### config.mk
export PLATFORM = sky130hd
export DESIGN_NAME = fid_readout
export DESIGN_NICKNAME = d
export VERILOG_FILES = /design/src/core/fid_pkg.sv /design/src/core/fid_edge_sync.sv /design/src/core/fid_readout.sv
export VERILOG_INCLUDE_DIRS = /design/src /design/src/core
export SDC_FILE = /design/constraint.sdc
export NUM_CORES = 1
export LEC_CHECK = 0
export BUFFER_PORTS_ARGS = -buffer_cell sky130_fd_sc_hd__buf_2
export CAP_MARGIN = 30
export CELL_PAD_IN_SITES_DETAIL_PLACEMENT = 0
export CELL_PAD_IN_SITES_GLOBAL_PLACEMENT = 2
export CORE_ASPECT_RATIO = 1.1
export CORE_MARGIN = 8
export CORE_UTILIZATION = 37
export DETAILED_ROUTE_END_ITERATION = 12
export PLACE_DENSITY = 0.87
export SETUP_SLACK_MARGIN = 0.1
export SYNTH_ARGS = -nofsm -noshare
export SYNTH_HDL_FRONTEND = slang
export SYNTH_SLANG_ARGS = --single-unit
### constraint.sdc
create_clock -name CLOCK -period 1.54 [get_ports CLOCK]
set_input_delay 0.308 -clock CLOCK [delete_from_list [all_inputs] [get_ports CLOCK]]
set_output_delay 0.308 -clock CLOCK [all_outputs]
set_load 0.01 [all_outputs]
### src/core/fid_map.svh
// constants for the identifier readout block: opcodes, codes, timing
// assumes a 250 MHz system clock; included by the package users
`ifndef FID_MAP_SVH
`define FID_MAP_SVH
`define FID_OP_READ_IDS 8'h90
`define FID_ADDR_PART_FIRST 8'h01
`define FID_DUMMY_BYTES 2
`define FID_CLK_MHZ 250
// power-up select delay, microseconds (least time)
`define FID_PWRUP_DELAY_US 10
`define FID_PWRUP_CYCLES (`FID_PWRUP_DELAY_US * `FID_CLK_MHZ)
`endif

### src/core/fid_pkg.sv
// types shared by the identifier readout block
// no assumptions beyond a SystemVerilog tool
package fid_pkg;
  typedef enum logic [2:0] {
    FID_IDLE, FID_DUMMY, FID_ADDR, FID_SEND, FID_IGNORE
  } fid_state_t;
  typedef struct packed {
    logic sel_n;
    logic sck;
    logic din;
  } fid_link_in_t;
  typedef struct packed {
    logic dout;
    logic dout_oe;
  } fid_link_out_t;
endpackage : fid_pkg

### src/core/fid_edge_sync.sv
// two-flop synchroniser with edge detection for the link pins
// assumes inputs are asynchronous to CLOCK
module fid_edge_sync
  import fid_pkg::*;
(
  input wire logic clk,
  input wire logic rst_n,
  input wire fid_link_in_t pins,
  output fid_link_in_t synced,
  output logic sck_rise,
  output logic sck_fall
);
  fid_link_in_t meta;
  fid_link_in_t stage;
  fid_link_in_t prev;
  always_ff @(posedge clk or negedge rst_n) begin
    if (!rst_n) begin
      meta <= 3'b100;
      stage <= 3'b100;
      prev <= 3'b100;
    end else begin
      meta <= pins;
      stage <= meta;
      prev <= stage;
    end
  end
  assign synced = stage;
  assign sck_rise = stage.sck & ~prev.sck;
  assign sck_fall = ~stage.sck & prev.sck;
endmodule : fid_edge_sync

### src/core/fid_readout.sv
// identifier readout and power-on state for the serial flash link
// assumes link pins are asynchronous; RST_N is the internal power-on reset
`include "fid_map.svh"

module fid_readout
  import fid_pkg::*;
#(
  parameter logic [7:0] MAKER_ID = 8'h5a, // arbitrary value
  parameter logic [7:0] PART_ID = 8'ha5,  // arbitrary value
  parameter int PWRUP_CYCLES = `FID_PWRUP_CYCLES
)
(
  input wire logic CLOCK,
  input wire logic RST_N,
  input wire logic SEL_N,
  input wire logic SCK,
  input wire logic DIN,
  output logic DOUT,
  output logic DOUT_OE,
  output logic READY,
  output logic DEEP_SLEEP,
  output logic WRITE_ENABLE_LATCH
);
  // ************************************************************
  // synchronised pins
  // ************************************************************
  fid_link_in_t pins;
  fid_link_in_t link;
  logic sck_rise;
  logic sck_fall;
  assign pins = '{sel_n: SEL_N, sck: SCK, din: DIN};
  fid_edge_sync u_sync (
    .clk(CLOCK),
    .rst_n(RST_N),
    .pins(pins),
    .synced(link),
    .sck_rise(sck_rise),
    .sck_fall(sck_fall)
  );

  // ************************************************************
  // power-up delay
  // ************************************************************
  logic [$clog2(PWRUP_CYCLES+1)-1:0] pwr_cnt;
  logic ready;
  always_ff @(posedge CLOCK or negedge RST_N) begin
    if (!RST_N) begin
      pwr_cnt <= '0;
      ready <= 1'b0;
    end else if (!ready) begin
      pwr_cnt <= pwr_cnt + 1'b1;
      // commands before this point are ignored
      ready <= (pwr_cnt == ($bits(pwr_cnt))'(PWRUP_CYCLES - 1));
    end
  end
  assign READY = ready;
  // no deep power-down entry exists in this block; sleep stays clear
  assign DEEP_SLEEP = 1'b0;
  // no write-enable opcode decoded here, so the latch holds its reset value
  assign WRITE_ENABLE_LATCH = 1'b0;

  // ************************************************************
  // command shifter and readout
  // ************************************************************
  fid_state_t state;
  fid_state_t next_state;
  logic [7:0] shift_in;
  logic [2:0] bit_cnt;
  logic dummy_cnt;
  logic part_now;
  logic [7:0] shift_out;
  logic oe;
  wire deselect = link.sel_n;
  wire [7:0] in_byte = {shift_in[6:0], link.din};
  wire byte_done = sck_rise && (bit_cnt == 3'd7);

  // ************************************************************
  // identifier selection helpers
  // ************************************************************
  // the whole address byte is compared, so 81h still means maker first
  function automatic logic fid_part_first(input logic [7:0] adr);
    return adr == `FID_ADDR_PART_FIRST;
  endfunction : fid_part_first

  // picks the identifier that follows the one now being shown
  function automatic logic [7:0] fid_next_id(input logic showing_part);
    return showing_part ? MAKER_ID : PART_ID;
  endfunction : fid_next_id

  wire part_first = fid_part_first(in_byte);
  wire [7:0] first_id = part_first ? PART_ID : MAKER_ID;
  wire op_match = ready && (in_byte == `FID_OP_READ_IDS);

  always_comb begin
    next_state = state;
    case (state)
      FID_IDLE:
        if (byte_done) begin
          next_state = op_match ? FID_DUMMY : FID_IGNORE;
        end
      FID_DUMMY:
        if (byte_done && dummy_cnt) begin
          next_state = FID_ADDR;
        end
      FID_ADDR:
        if (byte_done) begin
          next_state = FID_SEND;
        end
      FID_SEND: next_state = FID_SEND;
      FID_IGNORE: next_state = FID_IGNORE;
      default: next_state = FID_IDLE;
    endcase
  end

  // ************************************************************
  // state register
  // ************************************************************
  always_ff @(posedge CLOCK or negedge RST_N) begin
    if (!RST_N) begin
      state <= FID_IDLE;
    end else if (deselect) begin
      state <= FID_IDLE;
    end else begin
      state <= next_state;
    end
  end

  // ************************************************************
  // input shifter
  // ************************************************************
  // deselect clears only the bit count; stale shifter bits are pushed
  // out by the next eight rises before anything decodes them
  always_ff @(posedge CLOCK or negedge RST_N) begin
    if (!RST_N) begin
      shift_in <= 8'h00;
      bit_cnt <= 3'd0;
    end else if (deselect) begin
      bit_cnt <= 3'd0;
    end else if (sck_rise) begin
      shift_in <= in_byte;
      bit_cnt <= bit_cnt + 3'd1;
    end
  end

  // one bit is enough: exactly two dummy bytes precede the address
  wire dummy_done = (state == FID_DUMMY) && byte_done;
  always_ff @(posedge CLOCK or negedge RST_N) begin
    if (!RST_N) begin
      dummy_cnt <= 1'b0;
    end else if (deselect) begin
      dummy_cnt <= 1'b0;
    end else if (dummy_done) begin
      dummy_cnt <= ~dummy_cnt;
    end
  end

  // output byte loads at the address byte, then reloads every eighth falling edge;
  // the first bit appears on the fall after the last address bit
  // ************************************************************
  // output shifter
  // ************************************************************
  logic [2:0] out_cnt;
  wire addr_done = (state == FID_ADDR) && byte_done;
  wire send_fall = (state == FID_SEND) && sck_fall;
  wire drive_start = send_fall && !oe;
  wire id_boundary = send_fall && oe && (out_cnt == 3'd0);
  wire bit_step = send_fall && oe && (out_cnt != 3'd0);

  // the counter wraps after bit 0, so the ninth fall reloads the next id;
  // a frame cut mid-byte simply drops the rest of that byte
  always_ff @(posedge CLOCK or negedge RST_N) begin
    if (!RST_N) begin
      shift_out <= 8'h00;
      out_cnt <= 3'd0;
      part_now <= 1'b0;
      oe <= 1'b0;
    end else if (deselect) begin
      oe <= 1'b0;
      out_cnt <= 3'd0;
    end else if (addr_done) begin
      shift_out <= first_id;
      part_now <= part_first;
      out_cnt <= 3'd0;
    end else if (drive_start) begin
      // bit 7 is already loaded, so the first fall only enables the pin
      oe <= 1'b1;
      out_cnt <= 3'd1;
    end else if (id_boundary) begin
      shift_out <= fid_next_id(part_now);
      part_now <= ~part_now;
      out_cnt <= 3'd1;
    end else if (bit_step) begin
      shift_out <= {shift_out[6:0], 1'b0};
      out_cnt <= out_cnt + 3'd1;
    end
  end

  // ************************************************************
  // pin outputs
  // ************************************************************
  assign DOUT = shift_out[7];
  assign DOUT_OE = oe;
endmodule : fid_readout

* After elaboration in Yosys (flattened, before gate mapping) *
Cells that the tools add are included.

operators by class
  add/sub/neg operators = 3
  equal/unequal tests = 13
  mux-type cells = 28
  bitwise operators = 7
  reduce and logical (&&, ||, !) cells = 25

operators by type and width
  operator                                                count
  2-to-1 mux 8 bit                                        6
  2-to-1 mux 3 bit                                        12
  case mux 3 bit (5 select lines)                         1
  adder 12 x 1 -> 12 bit (second input constant)          1
  equality test 12 bit (second input constant)            1
  logical AND 1 bit                                       10
  2-to-1 mux 1 bit                                        9
  inequality test 3 x 2 -> 1 bit (second input constant)  3
  AND reduction 3 bit                                     3
  equality test 8 x 1 -> 1 bit (second input constant)    1
  equality test 8 bit (second input constant)             1
  nonzero test 2 bit                                      4
  adder 3 x 1 -> 3 bit (second input constant)            2
  equality test 3 x 2 -> 1 bit (second input constant)    2
  equality test 3 bit (second input constant)             2
  zero test 3 bit                                         2
  nonzero test 3 bit                                      2
  NOT 1 bit                                               5
  nonzero test 5 bit                                      1
  AND reduction 2 bit                                     2
  equality test 3 x 1 -> 1 bit (second input constant)    1
  bitwise AND 1 bit                                       2
  inequality test 2 x 1 -> 1 bit (second input constant)  1
  inequality test 2 bit (second input constant)           1
  zero test 1 bit                                         1

word-level totals
  register bits after elaboration = 47
  input port bits = 5

* Longest topological paths before layout *
  depth after elaboration = 10
  gate-level depth with buffers = 7
  mapped depth without buffers = 7

* Modules after synthesis *
A second synthesis with hierarchy kept.

second synthesis, totals
  cell total of the unflattened synthesis = 179
  area total of the unflattened synthesis = 2080.7 um2

modules (own cells, without submodules)
  module         times used  cells each  area each (um2)  seq. area each (um2)
  fid_readout    1           170         1888.1           1001.0
  fid_edge_sync  1           9           192.7            177.7

* Worst setup path before layout *
OpenSTA, ideal clock, no wires.

  path type = register to register
  start = reg bit_cnt[0]
  end = reg shift_out[1]
  arrival = 1.433 ns
  setup slack = -0.015 ns
  cell stages (with the launch flop) = 7
  path through = dfrtp_1 > ha_1 > ha_1 > and4b_4 > a32o_2 > a21oi_1 > a21oi_1

on the way
  longest elaborated chain between the ends = 5
  elaborated cells on any way between the ends = 7
  classes of those cells = 2 x eq/ne; 1 x mux; 4 x reduce/logical

RTL lines
  item                                                                                 line                RTL
  from (decl)                                                                          fid_readout.sv:68   logic [2:0] bit_cnt;
  from (signal assigned)                                                               fid_readout.sv:141  bit_cnt <= bit_cnt + 3'd1;
  equality test 3 bit *                                                                fid_readout.sv:75   wire byte_done = sck_rise && (bit_cnt == 3'd7);
  logical AND 1 bit *                                                                  fid_readout.sv:75
  logical AND 1 bit *                                                                  fid_readout.sv:163  wire addr_done = (state == FID_ADDR) && byte_done;
  inequality test 2 bit (no source line) / nonzero test 3 bit (equally long branches)  --
  AND reduction 3 bit (no source line)                                                 --
  to (signal assigned)                                                                 fid_readout.sv:181  shift_out <= first_id;
  to (signal assigned)                                                                 fid_readout.sv:189  shift_out <= fid_next_id(part_now);
  to (signal assigned)                                                                 fid_readout.sv:193  shift_out <= {shift_out[6:0], 1'b0};
  to (decl)                                                                            fid_readout.sv:71   logic [7:0] shift_out;

Mark *: on every way between the ends. The rest lies on a longest branch, timed or not.
A chain may end at the register's enable or synchronous reset.

* Worst setup path after layout *
  start = reg bit_cnt[0]
  end = reg shift_out[6]

Same word-level chain as after synthesis.

==> impl_metrics.json <==
{
  "async_flop_share": 1.00,
  "critPathMaxFanout": 4,
  "drive_gt1_frac": 0.412,
  "wl_met1_um": 1980,
  "cts.path.max_buffers": 2,
  "yosysSeqAreaShare": 0.540,
  "place.gp.congestion": 0.828,
  "required_ns": 1.74,
  "synth_fa_ha_area_frac": 0.0287,
  "clkTransAtPathRegs_ns": 0.09,
  "r2r_slack_ns": -0.01,
  "worstSetupStartpoint": "bit_cnt[0]",
  "failed_checks": "setup timing",
  "synth-edff-count": 0,
  "drt-vias-per-instance": 4.91,
  "cts_tree": "done",
  "cts_root_buf": "clkbuf_8",
  "ys.flop_type": "dfrtp_1",
  "fin_hold_ws_ns": 0.103,
  "hold_viol_final": 0,
  "fin_worst_skew_ns": 0.00981,
  "synth_compound_gate_area_share": 0.0929,
  "boundaryPins": 10,
  "antenna_found_initial": 0,
  "drv_slew": 0,
  "setup_viol": 1,
  "drtPass1Iterations": 4,
  "timing.fmax_mhz": 644,
  "final_area_um2": 2800,
  "diodes": 0,
  "worstPathArrival_ns": 1.75,
  "placed_cell_area_um2": 2490,
  "numCtsBuffers": 5,
  "dr_wl_met3_um": 109,
  "grt_setup_unrepaired": "true",
  "wl_met2_um": 2110,
  "core_area_um2": 5730,
  "vias": 1547,
  "syn2layout_area_growth_pct": 28.6,
  "status": "finished, violations left",
  "die_y_um": 96.5,
  "finalSetupTns_ns": -0.0127,
  "h-tree-depth": 2,
  "clock-sinks": 47,
  "grt_overflow": 0,
  "final_nets": 247,
  "synth_xor_area_frac": 0.0522,
  "ys_types": 47,
  "post-route-util": 0.489,
  "wl_um": 4260,
  "p_leak_nw": 1.27,
  "start_kind": "register",
  "drv_cap": 0,
  "grt_max_degree": 26,
  "grt_pass1_vias": 1601,
  "worstSetupPathType": "register to register",
  "ys_warn_count": 0,
  "end_kind": "register",
  "layout_commonest_cell": "dfrtp_1",
  "nFillCells": 569,
  "die_area_um2": 8610,
  "hold_class": "primary input to register",
  "p_per_area_nw_per_um2": 933,
  "synth_seq_cells": 47,
  "period_minus_slack_ns": 1.55,
  "synth_area_um2": 2180,
  "antenna_left": 0,
  "report.power.total_mw": 2.62,
  "crit-reg2reg-launch": "bit_cnt[0]",
  "layout_common_cells": "45 x dfrtp_1, 31 x buf_4, 15 x nor2_1",
  "synth_top_family_by_area": "simple AND/OR/NAND/NOR gates",
  "cp-endpoint": "shift_out[6]",
  "r2r-end": "shift_out[6]",
  "rows": 29,
  "synth-simple-area-share": 0.203,
  "grt_usage": 0.110,
  "grt_pass1_wl_um": 7430,
  "dpl.hpwl_um": 3000,
  "wl_per_cell_um": 13.5,
  "drcViolationCount": 0,
  "drt_iter0_drc": 51,
  "setup_slack_ns": -0.0127,
  "start_util": 0.380,
  "fin_crit_sh": 1.01,
  "syn_inst": 195,
  "port_buffers": 7,
  "dieWidth_um": 89.2,
  "reg2regPathDepth": 6,
  "peakVddDrop_mv": 0.510,
  "clock_latency_ns": 0.30,
  "synth.area.mux_share": 0.0413,
  "maxUsedRoutingLayer": "met4",
  "synth.avg_cell_area_um2": 11.2
}
## layer usage
| layer | vias up | track usage |
|---|---|---|
| met1 | 764 | 0.134 |
| li1 | 763 | - |
| met2 | 13 | 0.182 |
| met4 | 0 | 0.0416 |
| met3 | 7 | 0.0271 |
| met5 | - | 0 |
## through the flow
stage          cells  setup slack [ns]
6_report         315           -0.0127
5_1_grt          315           -0.0824
4_1_cts          314           -0.0237
3_5_place_dp     299           -0.0576
3_3_place_gp     299           -0.0769
2_1_floorplan    196            0.0664
## final cells by class
| cell class | count | area (um^2) | share of cell area |
|---|---|---|---|
| sequential | 47 | 1180 | 0.420 |
| multi-input combinational | 136 | 1090 | 0.388 |
| timing repair buffer | 43 | 332 | 0.118 |
| tap | 77 | 96.3 | 0.0344 |
| clock buffer | 7 | 86.3 | 0.0308 |
| inverter | 4 | 15.0 | 0.00535 |
| clock inverter | 1 | 8.76 | 0.00312 |
## power by group
| part | switching, mW | internal, mW |
|---|---|---|
| combinational | 0.150 | 0.247 |
| sequential | 0.0974 | 1.32 |
| clock | 0.430 | 0.369 |
## repair_timing
| action | in CTS | in global routing |
|---|---|---|
| hold buffers | 1 | 0 |
| gates resized for setup | 17 | 17 |
| setup endpoints to repair | 12 | 17 |
| buffers inserted | 6 | 1 |
| pin swaps | 11 | 8 |
| endpoints found under the hold margin | 13 | 0 |
## worst min path at each step
stage                     start              to  slack, ns  cells after the start
after floorplan           RST_N         DOUT_OE       0.01                      0
after global placement    RST_N  u_sync.meta[0]       0.25                      1
after detailed placement  RST_N  u_sync.meta[0]       0.25                      1
after CTS                 SEL_N  u_sync.meta[2]       0.09                      1
after global routing      SEL_N  u_sync.meta[2]       0.09                      1
final                     SEL_N  u_sync.meta[2]       0.10                      1
## registers in the layout (all words and copies together), names as in the netlist
register and count:
u_sync.meta 3, shift_in 7, shift_out 8, u_sync.prev 1, part_now 1, READY 1, u_sync.synced 3, pwr_cnt 12
dummy_cnt 1, DOUT_OE 1, bit_cnt 3, out_cnt 3, state 3
## cells in the mapped netlist, types with 2 or more instances
| library cell | count | share of area |
|---|---|---|
| a21oi_1 | 15 | 0.034 |
| and2_1 | 2 | 0.0057 |
| and2b_1 | 2 | 0.0069 |
| and3_1 | 4 | 0.011 |
| buf_4 | 4 | 0.014 |
| buf_6 | 3 | 0.015 |
| clkbuf_1 | 2 | 0.0034 |
| dfrtp_1 | 45 | 0.52 |
| dfstp_2 | 2 | 0.024 |
| ha_1 | 5 | 0.029 |
| inv_1 | 4 | 0.0069 |
| mux2_2 | 8 | 0.041 |
| nand2_1 | 13 | 0.022 |
| nand2b_1 | 5 | 0.014 |
| nand3_1 | 10 | 0.023 |
| nor2_1 | 16 | 0.028 |
| nor2b_1 | 3 | 0.0086 |
| nor3_1 | 6 | 0.014 |
| nor4_1 | 5 | 0.014 |
| o21ai_0 | 2 | 0.0046 |
| o41ai_1 | 2 | 0.0080 |
| xnor2_1 | 11 | 0.044 |
| xor2_1 | 2 | 0.0080 |
## worst max-delay path, cell delays in order, from the launching register on
cell and delay [ns]:
dfrtp_1 0.40, ha_2 0.20, ha_4 0.17, and4b_4 0.22
a32o_2 0.27, a21oi_2 0.13, a21oi_2 0.06
## logic make-up (layout without fill, tap and decap cells)
| kind of cell | Yosys count | in the layout |
|---|---|---|
| compound gates | 30 | 30 |
| mux | 8 | 8 |
| fa+ha+maj | 5 | 5 |
| xor+xnor | 13 | 13 |
| buf+inv | 13 | 55 |
| flops | 47 | 47 |
| simple gates | 78 | 78 |
| other cells | 1 | 2 |
Power figures use the tool's default switching activity.
